[config.mk]
export PLATFORM = sky130hd
export DESIGN_NAME = prx_stream_port
export DESIGN_NICKNAME = d
export VERILOG_FILES = /design/src/hdl/prx_stream_port.v /design/src/hdl/prx_fifo.v
export VERILOG_INCLUDE_DIRS = /design/src /design/src/hdl
export SDC_FILE = /design/constraint.sdc
export NUM_CORES = 2
export LEC_CHECK = 0
export BUFFER_PORTS_ARGS = -buffer_cell sky130_fd_sc_hd__buf_2
export CELL_PAD_IN_SITES_DETAIL_PLACEMENT = 1
export CELL_PAD_IN_SITES_GLOBAL_PLACEMENT = 1
export CORE_MARGIN = 1
export CORE_UTILIZATION = 49
export DETAILED_ROUTE_END_ITERATION = 10
export PLACE_DENSITY = 0.73
export SYNTH_ARGS = -nofsm -noshare
export SYNTH_HDL_FRONTEND = slang
export SYNTH_SLANG_ARGS = --single-unit
[constraint.sdc]
create_clock -name core_clk -period 14.3 [get_ports core_clk]
set_input_delay 2.86 -clock core_clk [delete_from_list [all_inputs] [get_ports core_clk]]
set_output_delay 2.86 -clock core_clk [all_outputs]
set_load 0.02 [all_outputs]
[src/hdl/prx_consts.vh]
/*
 * Constants of the receive stream port: header field positions, hit flag
 * positions, encodings and buffer sizes.
 * Assumes inclusion by bare name from the design files of this block.
 */
`ifndef PRX_CONSTS_VH
`define PRX_CONSTS_VH

// ----------------------------------------------------------------------
// Header field positions within a received dword
// ----------------------------------------------------------------------
`define PRX_FMT4_BIT 29
`define PRX_TYPE_MSB 28
`define PRX_TYPE_LSB 24
`define PRX_FBE_LSB 0
`define PRX_LBE_LSB 4
`define PRX_ADDR2_BIT 2
`define PRX_HDR3_LEN 3'h3
`define PRX_HDR4_LEN 3'h4

// ----------------------------------------------------------------------
// Request type codes that qualify hit flags
// ----------------------------------------------------------------------
`define PRX_TYPE_MEM 5'h00
`define PRX_TYPE_MEM_LK 5'h01
`define PRX_TYPE_IO 5'h02

// ----------------------------------------------------------------------
// Root Port hit flag positions
// ----------------------------------------------------------------------
`define PRX_HIT_WIN0 0
`define PRX_HIT_WIN1 1
`define PRX_HIT_PRIM_BUS 2
`define PRX_HIT_SEC_BUS 3
`define PRX_HIT_BUS_RANGE 4
`define PRX_HIT_IO_WIN 5
`define PRX_HIT_NONPREF 6
`define PRX_HIT_PREF 7

// ----------------------------------------------------------------------
// Buffer and path sizes
// ----------------------------------------------------------------------
`define PRX_DATA_W 128
`define PRX_FIFO_DEPTH 8
`define PRX_FIFO_AW 3
`define PRX_SIDE_W 14

`endif

[src/hdl/prx_stream_port.v]
/*
 * Receive stream port: packs received TLP dwords into 64- or 128-bit words
 * with first/last/vacant markers, hit flags, function index and payload
 * byte enables, buffers them and drives them to the application.
 * Assumes the dword source and the application run on core_clk.
 */
// Overview of operation
// - Root Port hit flag bit 0 marks window 0, bit 1 window 1.
// - Flag bits 2, 3, 4: primary bus, secondary bus, secondary-subordinate range.
// - Flag bits 5, 6, 7: I/O, non-prefetchable, prefetchable memory window.
// - Hit flags appear with first word; only memory and I/O requests.
// - A 3-bit function index names the function the flags belong to.
// - Byte enables cover payload only; 8 or 16 bits by path width.
// - Enable bit i qualifies data byte lane i, bits 8i+7 to 8i.
// - Symbols packed little-endian, lowest address in lowest lane.
// - 64-bit path, 3-dword header, address ending 0x4: data0 in 63:32.
// - Word-valid drops within three cycles of accept going low.
// - Pending word held stable on the bus during backpressure.
// - Packets may follow back to back with no idle cycle.
// - 128-bit path, 3-dword header, address bit 2 set: data0 in 127:96.
// - Vacant-half low on last word whose data reaches upper 64 bits.
// - 128-bit last word may carry data in lower qword only.
// - First and last markers may coincide in one single-cycle packet.
`timescale 1ns/1ps
`include "prx_consts.vh"
module prx_stream_port #(
   parameter DATA_W = `PRX_DATA_W,
   parameter FIFO_DEPTH = `PRX_FIFO_DEPTH
) (
   input wire core_clk,
   input wire resetn,
   input wire [31:0] in_dword,
   input wire in_dword_valid,
   input wire in_dword_first,
   input wire in_dword_last,
   output reg in_dword_ready,
   input wire in_hit_win0,
   input wire in_hit_win1,
   input wire in_hit_prim_bus,
   input wire in_hit_sec_bus,
   input wire in_hit_bus_range,
   input wire in_hit_io_win,
   input wire in_hit_nonpref,
   input wire in_hit_pref,
   input wire [2:0] in_func_index,
   input wire rx_sink_accept,
   output reg [DATA_W-1:0] rx_payload_word,
   output reg [DATA_W/8-1:0] rx_payload_byte_enables,
   output reg rx_word_present,
   output reg rx_packet_first,
   output reg rx_packet_last,
   output reg rx_upper_half_vacant,
   output reg [7:0] rx_hit_window_flags,
   output reg [2:0] rx_function_index
);
   localparam NDW = DATA_W / 32;
   localparam BW = DATA_W / 8;
   localparam FW = DATA_W + BW + `PRX_SIDE_W;
   localparam AW = `PRX_FIFO_AW;

   // ----------------------------------------------------------------
   // Assembly state
   // ----------------------------------------------------------------
   reg [DATA_W-1:0] asm_data_reg;
   reg [BW-1:0] asm_be_reg;
   reg [3:0] asm_cnt_reg;
   reg asm_first_reg;
   reg [7:0] asm_hit_reg;
   reg [2:0] asm_func_reg;
   reg flush_reg;
   reg [2:0] idx_reg;
   reg hdr4_reg;
   reg par_reg;
   reg [3:0] fbe_reg;
   reg [3:0] lbe_reg;

   reg [DATA_W-1:0] asm_data_next;
   reg [BW-1:0] asm_be_next;
   reg [3:0] asm_cnt_next;
   reg asm_first_next;
   reg [7:0] asm_hit_next;
   reg [2:0] asm_func_next;
   reg flush_next;
   reg [2:0] idx_next;
   reg hdr4_next;
   reg par_next;
   reg [3:0] fbe_next;
   reg [3:0] lbe_next;

   reg emit;
   reg [DATA_W-1:0] e_data;
   reg [BW-1:0] e_be;
   reg [3:0] e_cnt;
   reg e_first;
   reg e_last;
   reg [7:0] e_hit;
   reg [2:0] e_func;
   reg [3:0] slot;
   reg [2:0] cur_idx;
   reg [2:0] hdr_len;
   reg is_pay;
   reg [3:0] be_d;
   reg [7:0] hit_enc;
   reg [4:0] tlp_type;
   integer k;

   wire take;
   wire f_wr_ready;
   wire f_rd_valid;
   wire [FW-1:0] f_rd_data;
   wire [AW:0] f_level;
   wire f_pop;
   wire e_vacant;
   wire [AW+1:0] lvl_next;

   assign take = in_dword_valid && in_dword_ready;

   // ----------------------------------------------------------------
   // Hit flag encoding
   // ----------------------------------------------------------------
   always @*
   begin
      hit_enc = 8'h00;
      tlp_type = in_dword[`PRX_TYPE_MSB:`PRX_TYPE_LSB];
      if (tlp_type == `PRX_TYPE_MEM || tlp_type == `PRX_TYPE_MEM_LK ||
          tlp_type == `PRX_TYPE_IO)
      begin
         hit_enc[`PRX_HIT_WIN0] = in_hit_win0;
         hit_enc[`PRX_HIT_WIN1] = in_hit_win1;
         hit_enc[`PRX_HIT_PRIM_BUS] = in_hit_prim_bus;
         hit_enc[`PRX_HIT_SEC_BUS] = in_hit_sec_bus;
         hit_enc[`PRX_HIT_BUS_RANGE] = in_hit_bus_range;
         hit_enc[`PRX_HIT_IO_WIN] = in_hit_io_win;
         hit_enc[`PRX_HIT_NONPREF] = in_hit_nonpref;
         hit_enc[`PRX_HIT_PREF] = in_hit_pref;
      end
   end

   // ----------------------------------------------------------------
   // Dword packer
   // ----------------------------------------------------------------
   always @*
   begin
      emit = 1'b0;
      e_data = asm_data_reg;
      e_be = asm_be_reg;
      e_cnt = asm_cnt_reg;
      e_first = asm_first_reg;
      e_last = 1'b0;
      e_hit = asm_hit_reg;
      e_func = asm_func_reg;
      asm_data_next = asm_data_reg;
      asm_be_next = asm_be_reg;
      asm_cnt_next = asm_cnt_reg;
      asm_first_next = asm_first_reg;
      asm_hit_next = asm_hit_reg;
      asm_func_next = asm_func_reg;
      flush_next = flush_reg;
      idx_next = idx_reg;
      hdr4_next = hdr4_reg;
      par_next = par_reg;
      fbe_next = fbe_reg;
      lbe_next = lbe_reg;
      slot = flush_reg ? 4'h0 : asm_cnt_reg;
      cur_idx = in_dword_first ? 3'h0 : idx_reg;
      hdr_len = hdr4_reg ? `PRX_HDR4_LEN : `PRX_HDR3_LEN;
      is_pay = !in_dword_first && (idx_reg >= hdr_len);
      be_d = 4'h0;
      if (flush_reg && (take || f_wr_ready))
      begin
         emit = 1'b1;
         e_last = 1'b1;
         flush_next = 1'b0;
         asm_data_next = {DATA_W{1'b0}};
         asm_be_next = {BW{1'b0}};
         asm_cnt_next = 4'h0;
         asm_first_next = 1'b0;
         asm_hit_next = 8'h00;
      end
      if (take)
      begin
         if (in_dword_first)
         begin
            hdr4_next = in_dword[`PRX_FMT4_BIT];
            asm_first_next = 1'b1;
            asm_hit_next = hit_enc;
            asm_func_next = in_func_index;
         end
         if (cur_idx == 3'h1)
         begin
            fbe_next = in_dword[`PRX_FBE_LSB +: 4];
            lbe_next = in_dword[`PRX_LBE_LSB +: 4];
         end
         if (!in_dword_first && idx_reg == hdr_len - 1'b1)
         begin
            par_next = in_dword[`PRX_ADDR2_BIT];
         end
         if (is_pay)
         begin
            // Payload dword sits in the half matching its address bit 2
            if (slot[0] != par_reg)
            begin
               slot = slot + 4'h1;
            end
            par_next = ~par_reg;
            be_d = (idx_reg == hdr_len) ? fbe_reg : (in_dword_last ? lbe_reg : 4'hF);
         end
         idx_next = in_dword_last ? 3'h0 : ((cur_idx == 3'h7) ? 3'h7 : cur_idx + 3'h1);
         if (slot == NDW[3:0])
         begin
            emit = 1'b1;
            slot = 4'h0;
            asm_data_next = {DATA_W{1'b0}};
            asm_be_next = {BW{1'b0}};
            asm_first_next = in_dword_first;
            asm_hit_next = in_dword_first ? hit_enc : 8'h00;
         end
         for (k = 0; k < NDW; k = k + 1)
         begin
            if (slot == k[3:0])
            begin
               asm_data_next[32*k +: 32] = in_dword;
               asm_be_next[4*k +: 4] = be_d;
            end
         end
         asm_cnt_next = slot + 4'h1;
         if (in_dword_last || asm_cnt_next == NDW[3:0])
         begin
            if (emit)
            begin
               flush_next = in_dword_last;
            end
            else
            begin
               emit = 1'b1;
               e_data = asm_data_next;
               e_be = asm_be_next;
               e_cnt = asm_cnt_next;
               e_first = asm_first_next;
               e_last = in_dword_last;
               e_hit = asm_hit_next;
               e_func = asm_func_next;
               asm_data_next = {DATA_W{1'b0}};
               asm_be_next = {BW{1'b0}};
               asm_cnt_next = 4'h0;
               asm_first_next = 1'b0;
               asm_hit_next = 8'h00;
            end
         end
      end
   end

   assign e_vacant = (NDW == 4) && e_last && (e_cnt <= 4'h2);

   // ----------------------------------------------------------------
   // Word buffer
   // ----------------------------------------------------------------
   prx_fifo #(
      .WIDTH(FW),
      .DEPTH(FIFO_DEPTH),
      .AW(AW)
   ) u_fifo (
      .core_clk(core_clk),
      .resetn(resetn),
      .wr_valid(emit),
      .wr_ready(f_wr_ready),
      .wr_data({e_hit, e_func, e_vacant, e_last, e_first, e_be, e_data}),
      .rd_valid(f_rd_valid),
      .rd_ready(f_pop),
      .rd_data(f_rd_data),
      .level(f_level)
   );

   assign f_pop = f_rd_valid && rx_sink_accept;
   assign lvl_next = {1'b0, f_level} + {{(AW+1){1'b0}}, emit} - {{(AW+1){1'b0}}, f_pop};

   // ----------------------------------------------------------------
   // State registers
   // ----------------------------------------------------------------
   always @(posedge core_clk or negedge resetn)
   begin
      if (!resetn)
      begin
         asm_data_reg <= {DATA_W{1'b0}};
         asm_be_reg <= {BW{1'b0}};
         asm_cnt_reg <= 4'h0;
         asm_first_reg <= 1'b0;
         asm_hit_reg <= 8'h00;
         asm_func_reg <= 3'h0;
         flush_reg <= 1'b0;
         idx_reg <= 3'h0;
         hdr4_reg <= 1'b0;
         par_reg <= 1'b0;
         fbe_reg <= 4'h0;
         lbe_reg <= 4'h0;
         in_dword_ready <= 1'b0;
      end
      else
      begin
         asm_data_reg <= asm_data_next;
         asm_be_reg <= asm_be_next;
         asm_cnt_reg <= asm_cnt_next;
         asm_first_reg <= asm_first_next;
         asm_hit_reg <= asm_hit_next;
         asm_func_reg <= asm_func_next;
         flush_reg <= flush_next;
         idx_reg <= idx_next;
         hdr4_reg <= hdr4_next;
         par_reg <= par_next;
         fbe_reg <= fbe_next;
         lbe_reg <= lbe_next;
         // Margin of three words covers the registered ready and a flush
         in_dword_ready <= (lvl_next + 3'h3 <= FIFO_DEPTH[AW+1:0]);
      end
   end

   // ----------------------------------------------------------------
   // Output stage
   // ----------------------------------------------------------------
   always @(posedge core_clk or negedge resetn)
   begin
      if (!resetn)
      begin
         rx_payload_word <= {DATA_W{1'b0}};
         rx_payload_byte_enables <= {BW{1'b0}};
         rx_word_present <= 1'b0;
         rx_packet_first <= 1'b0;
         rx_packet_last <= 1'b0;
         rx_upper_half_vacant <= 1'b0;
         rx_hit_window_flags <= 8'h00;
         rx_function_index <= 3'h0;
      end
      else
      begin
         rx_word_present <= f_pop;
         if (f_pop)
         begin
            rx_payload_word <= f_rd_data[DATA_W-1:0];
            rx_payload_byte_enables <= f_rd_data[DATA_W +: BW];
            rx_packet_first <= f_rd_data[DATA_W+BW];
            rx_packet_last <= f_rd_data[DATA_W+BW+1];
            rx_upper_half_vacant <= f_rd_data[DATA_W+BW+2];
            rx_function_index <= f_rd_data[DATA_W+BW+3 +: 3];
            rx_hit_window_flags <= f_rd_data[DATA_W+BW+6 +: 8];
         end
      end
   end
endmodule // prx_stream_port

[src/hdl/prx_fifo.v]
/*
 * Synchronous FIFO with valid/ready on both sides and a fill level.
 * Assumes one clock shared by writer and reader; data read from the head.
 */
`timescale 1ns/1ps
`include "prx_consts.vh"
module prx_fifo #(
   parameter WIDTH = 160,
   parameter DEPTH = `PRX_FIFO_DEPTH,
   parameter AW = `PRX_FIFO_AW
) (
   input wire core_clk,
   input wire resetn,
   input wire wr_valid,
   output wire wr_ready,
   input wire [WIDTH-1:0] wr_data,
   output wire rd_valid,
   input wire rd_ready,
   output wire [WIDTH-1:0] rd_data,
   output wire [AW:0] level
);
   reg [WIDTH-1:0] mem [0:DEPTH-1];
   reg [AW-1:0] wptr_reg;
   reg [AW-1:0] rptr_reg;
   reg [AW:0] cnt_reg;
   wire do_wr;
   wire do_rd;

   assign wr_ready = (cnt_reg != DEPTH[AW:0]);
   assign rd_valid = (cnt_reg != {(AW+1){1'b0}});
   assign do_wr = wr_valid && wr_ready;
   assign do_rd = rd_valid && rd_ready;
   assign rd_data = mem[rptr_reg];
   assign level = cnt_reg;

   // ----------------------------------------------------------------
   // Storage
   // ----------------------------------------------------------------
   always @(posedge core_clk)
   begin
      if (do_wr)
      begin
         mem[wptr_reg] <= wr_data;
      end
   end

   // ----------------------------------------------------------------
   // Pointers and count
   // ----------------------------------------------------------------
   always @(posedge core_clk or negedge resetn)
   begin
      if (!resetn)
      begin
         wptr_reg <= {AW{1'b0}};
         rptr_reg <= {AW{1'b0}};
         cnt_reg <= {(AW+1){1'b0}};
      end
      else
      begin
         if (do_wr)
         begin
            wptr_reg <= (wptr_reg == DEPTH[AW-1:0] - 1'b1) ? {AW{1'b0}} : wptr_reg + 1'b1;
         end
         if (do_rd)
         begin
            rptr_reg <= (rptr_reg == DEPTH[AW-1:0] - 1'b1) ? {AW{1'b0}} : rptr_reg + 1'b1;
         end
         if (do_wr && !do_rd)
         begin
            cnt_reg <= cnt_reg + 1'b1;
         end
         else if (do_rd && !do_wr)
         begin
            cnt_reg <= cnt_reg - 1'b1;
         end
      end
   end
endmodule // prx_fifo

Yosys cells after proc, flatten, opt, wreduce, memory -nomap -nowiden
Memories as Yosys holds them, arrays and structs flattened. A register that Yosys moved wholly into a read port is not among the register bits.
Index checks and enable logic that the tools add are counted.
{ "classes": {"n_lt_le_gt_ge": 3, "addsub": 11, "bitwise_logic": 1, "multipliers": 0, "div_mod_pow": 0, "shift": 0, "eq_ne": 15, "n_mux": 88, "reduce_logical": 27} }
{ "op_table": {"columns": ["operator", "n"], "rows": [
  ["$mux 128", 8],
  ["$mux 16", 8],
  ["$mux 32", 4],
  ["$mux 4", 22],
  ["$mux 8", 11],
  ["$mux 3", 10],
  ["$mux 1", 25],
  ["$add 4x1->4 const B", 3],
  ["$logic_and 1x1->1", 10],
  ["$add 3x1->3 const B", 3],
  ["$eq 3x3->1 const B", 3],
  ["$eq 4x2->1 const B", 2],
  ["$eq 4x3->1 const B", 2],
  ["$eq 3x3->1", 2],
  ["$reduce_and 2->1", 3],
  ["$reduce_bool 2->1", 3],
  ["$add 4x1->5", 1],
  ["$add 5x2->5 const B", 1],
  ["$eq 5x1->1 const B", 1],
  ["$eq 5x2->1 const B", 1],
  ["$le 5x4->1 const B", 1],
  ["$logic_not 5->1", 1],
  ["$sub 5x1->5", 1],
  ["$eq 4x1->1 const B", 1],
  ["other kinds (12)", 18]
]} }
{ "totals": {"latchBits": 0, "wordCells": 163, "out_inout_bits": 160, "rom_bits": 0, "n_memories": 1, "register_bits": 186, "mem_bits_rw": 1264} }
{ "mem_list": {"columns": ["memory", "depth", "word_bits", "rd", "rd_clocked_by_memory_dff", "write_ports", "line_no", "source"], "rows": [
  ["u_fifo.mem", 8, 158, 1, 1, 1, "prx_fifo.v:22", "reg [WIDTH-1:0] mem [0:DEPTH-1];"]
]} }

Longest topological paths before layout
{ "logic_depth": {"depth_word": 18, "ltp_mapped": 23, "mapped_depth_nobuf": 21} }

By module
From an unflattened synthesis, not the netlist that was laid out.
{ "hier_totals": {"cells_unflattened": 2964, "hier_area_um2": 63250.7} }
{ "modules_own_cells": {"columns": ["module", "area_per_inst_um2", "n_inst", "seq_area_each_um2", "cells_each"], "rows": [
  ["prx_fifo", 47921.0, 1, 38206.6, 1891],
  ["prx_stream_port", 15329.7, 1, 8358.0, 1073]
]} }

Worst setup path after synthesis
OpenSTA, ideal clock, no wires.
{ "synth_path": {"path_type": "input to register", "startpoint": "input in_dword_first", "endpoint": "memory u_fifo.mem[2][0] (netlist name), enable pin", "arrival_time_ns": 16.703, "setup_slack_ns": -3.305, "cell_stages": 12, "setup_time_ns": 0.901, "path_cell_list": "clkbuf_1 nand2b_1 clkbuf_1 mux2_2 inv_1 ha_1 and2_1 and4_1 a311oi_2 o21ai_1 nand2b_1 nor3b_1"} }
{ "synth_via": {"elab_chain_cells": 15, "elab_cells_between_ends": 17} }
{ "synth_rtl": {"columns": ["item", "line_no", "source"], "rows": [
  ["start: declaration", "prx_stream_port.v:34", "input wire in_dword_first,"],
  ["$logic_not 1->1 (*)", "prx_stream_port.v:167", "is_pay = !in_dword_first && (idx_reg >= hdr_len);"],
  ["$logic_and 1x1->1 (*)", "prx_stream_port.v:167", null],
  ["$mux 4 (*)", "prx_stream_port.v:198", "if (is_pay)"],
  ["$mux 4 (*)", "prx_stream_port.v:180", "if (take)"],
  ["$eq 4x3->1", "prx_stream_port.v:209", "if (slot == NDW[3:0])"],
  ["$mux 4", "prx_stream_port.v:209", null],
  ["$mux 4", "prx_stream_port.v:180", null],
  ["$add 4x1->4", "prx_stream_port.v:226", "asm_cnt_next = slot + 4'h1;"],
  ["$eq 4x3->1", "prx_stream_port.v:227", "if (in_dword_last || asm_cnt_next == NDW[3:0])"],
  ["$logic_or 1x1->1", "prx_stream_port.v:227", null],
  ["$mux 1 (*)", "prx_stream_port.v:227", null],
  ["$mux 1 (*)", "prx_stream_port.v:180", null],
  ["$logic_and 1x1->1 (*)", "prx_fifo.v:31", "assign do_wr = wr_valid && wr_ready;"],
  ["named net u_fifo.do_wr", "prx_fifo.v:26", "wire do_wr;"],
  ["$mux 1 (*)", "prx_fifo.v:41", "if (do_wr)"],
  ["$mux 1 (not written as such) (*)", "prx_fifo.v:43", "mem[wptr_reg] <= wr_data;"],
  ["end: declaration", "prx_fifo.v:22", null]
]} }
The timed path passes the listed nets; every way through them passes the cells marked *. The select of a mux whose other input is x is not followed.

Worst setup path in the final report
{ "layout_path": {"startpoint": "input in_dword_first", "endpoint": "memory u_fifo.mem[0][10] (netlist name), enable pin"} }
Same word-level chain as after synthesis.

==> results.ini <==
[status]
outcome=finished, final reports clean

[cells_and_area]
final_util_pct=55.90
area_delta_synth_final_pct=12.86
finalNetCount=3448
instances_no_fill=5160
mostFrequentLayoutCell=edfxtp_1
most-common-layout-cells=edfxtp_1, dfrtp_1, mux4_2, buf_2, nand2_1
num-fill-cells=10900
fin_area_sq_mm=0.07046
largest_reg_flops=1264
drive_above_1_share_pct=26.63

[power_and_ir_drop]
power_mw=14.59
powerDensity_mw_per_mm2=207.1
ir_drop_uv=165.2
p_leak_nw=24.95

[route]
final_antenna_net_count=0
drcViolationCount=0
routed_wl_mm=160.7
vias=32000
dr.pass1.iters=5
wl_per_cell_microns=31.14
via_per_inst=6.201
drtIter0Drc=2977

[placed_design]
io_buffers=208
dp_hpwl_mm=87.95
place_congestion=0.8575
place_ws_ns=6.368
dp.cells=4862
place_area_sq_mm=0.06534

[clocking]
cts_max_path_buffers=3
htree_levels=4
post_cts_buffers=0
clock_sinks=1608
cts_tree=yes
clock_latency_ns=0.79
cts_made_buffers=162
cts-root-buf=clkbuf_16
holdBufCountCts=0
cts-resized-gates=0
clkTransAtPathRegs_ns=0.05

[setup_path]
worstSetupPathType=in -> reg
rr_startpoint=idx_reg[2]
crit_fanout=46
r2r_cells=16
rr_endpoint=u_fifo.mem[0][10]
worstPathRequired_ns=14.70
path_cells=buf_2 > nand2b_1 > nor2b_1 > mux2_2 > inv_1 > ha_1 > and2_1 > and4_1 > a311oi_2 > o21ai_1 > nand2b_1 > nor3_2 > buf_4 > buf_4
endpoint_kind=flip-flop
cp_top_family=buffers and inverters
r2r_slack_ns=7.99
crit_path_max_incr_delay_ns=0.80
critPathSlowestCell=buf_4
critPathBufInv=4
worst_setup_path_start_kind=input pin
cp_data_arrival_time_ns=7.53
startpoint=in_dword_first

[flow_run]
max-cap-violations=0

[yosys]
synthTopCellsByArea=edfxtp_1, dfrtp_1, mux4_2, mux2i_1, a22o_1
synth_flop_cell=edfxtp_1
synth_edf_count=1264
yosysTopAreaCell=edfxtp_1
async_flop_share_pct=21.39
ys_seq_elements=1608
yosysWarnings=0
synth_top_area_share_pct=60.80
syn_area_per_cell_sq_um=19.87
yosysSeqAreaShare_pct=74.58
synthesis.instances=3142
post_synth_num_cell_types=66
syn-cell-area_sq_mm=0.06243
syn-num-nets=3214

[min_path]
min_from=rx_payload_word[7]
hold_depth=2
hp-class=reg -> reg
whs_endpoint=rx_payload_word[7]

[die]
initial_core_util_pct=49.53
die_h_microns=359.0
ios=209
die_area_sq_mm=0.1288
die_w_microns=359.0
rows=130
coreArea_sq_mm=0.1261

[timing]
final.setup.tns_ns=0
relSlewSlack_pct=9.739
hold-worst-slack_ns=0.4730
slew_violations=0
setup_violations=0
fmax_mhz=140.3
finalWorstSetupSlack_ns=7.171
worst_pin_slew_ns=1.345
hold_violations=0
finalCritPeriodShare_pct=49.86
fin_skew_ns=0.02375
rsz0062_at_grt=no
post-route-min-period_ns=7.129

[global_route]
grt_overflow=0
grt_pass1_wl_mm=237.4
grt_max_degree=158
grtUsageTotal_pct=25.30
grt_pass1_vias=34720
antenna_found_initial=18

-- worst max-delay path by stage --
| stage | endpoint | slack (ns) | cells after the start |
|---|---|---|---|
| finish | u_fifo.mem[0][10] | 7.17 | 14 |
| CTS | u_fifo.mem[0][11] | 7.20 | 14 |
| global route | u_fifo.mem[0][148] | 6.88 | 14 |
| floorplan | u_fifo.mem[2][0] | -3.30 | 12 |
| global placement | u_fifo.mem[0][9] | 6.48 | 14 |
| detailed placement | u_fifo.mem[0][130] | 6.37 | 14 |
-- worst min-delay path: cells and delay by family, from the launching register on --
family / cells / cell delay (ns)
flops: 1 / 0.34
simple gates: 1 / 0.04
compound gates: 1 / 0.06
-- report_power, final --
| part | switching, mW | internal, mW | leakage (nW) |
|---|---|---|---|
| clock | 1.74 | 2.37 | 2.49 |
| combinational | 2.46 | 1.59 | 6.41 |
| sequential | 0.391 | 6.03 | 16.1 |
| total | 4.59 | 10.0 | 25.0 |
-- metal layers --
metal	vias to the layer above	track usage, %	wire, microns
li1	13180	-	-
met1	17400	34.79	66460
met2	1174	41.84	79820
met3	236	3.962	10210
met4	6	7.860	4174
met5	-	0	39
-- final cells by class --
cell class	count	area, sq um	area share [%]
Antenna cell	3	7.507	0.01065
Clock buffer	241	4573	6.490
Clock inverter	54	543.0	0.7707
Inverter	12	45.04	0.06392
Multi-Input combinational cell	1332	15100	21.43
Sequential cell	1608	46580	66.10
Tap cell	1650	2064	2.930
Timing Repair Buffer	260	1554	2.205
-- Yosys cell counts, drive strengths merged, types with 2 or more instances --
master / n
nor2: 18
o31ai: 2
clkbuf: 86
nor3b: 5
ha: 20
xnor2: 3
nand3: 8
fa: 3
nand3b: 5
edfxtp: 1264
nor2b: 8
a311oi: 2
mux2: 165
or4: 2
dfrtp: 344
a21o: 3
o21ai: 183
a211o: 3
and2: 6
mux4: 316
a211oi: 3
inv: 12
a31oi: 2
xor2: 3
nand2b: 6
or3: 2
buf: 104
nor4: 5
nor3: 9
a31o: 2
o41ai: 3
nand2: 191
a21oi: 14
mux2i: 158
a22o: 147
a32o: 17
nand4: 10
-- cells by family after synthesis --
group | share of synthesized area, %
flops | 74.58
mux | 16.91
compound gates | 4.371
simple gates | 2.158
buf+inv | 1.367
fa+ha+maj | 0.4970
xor+xnor | 0.1143
Note: power is estimated with default switching activity, not from simulation.
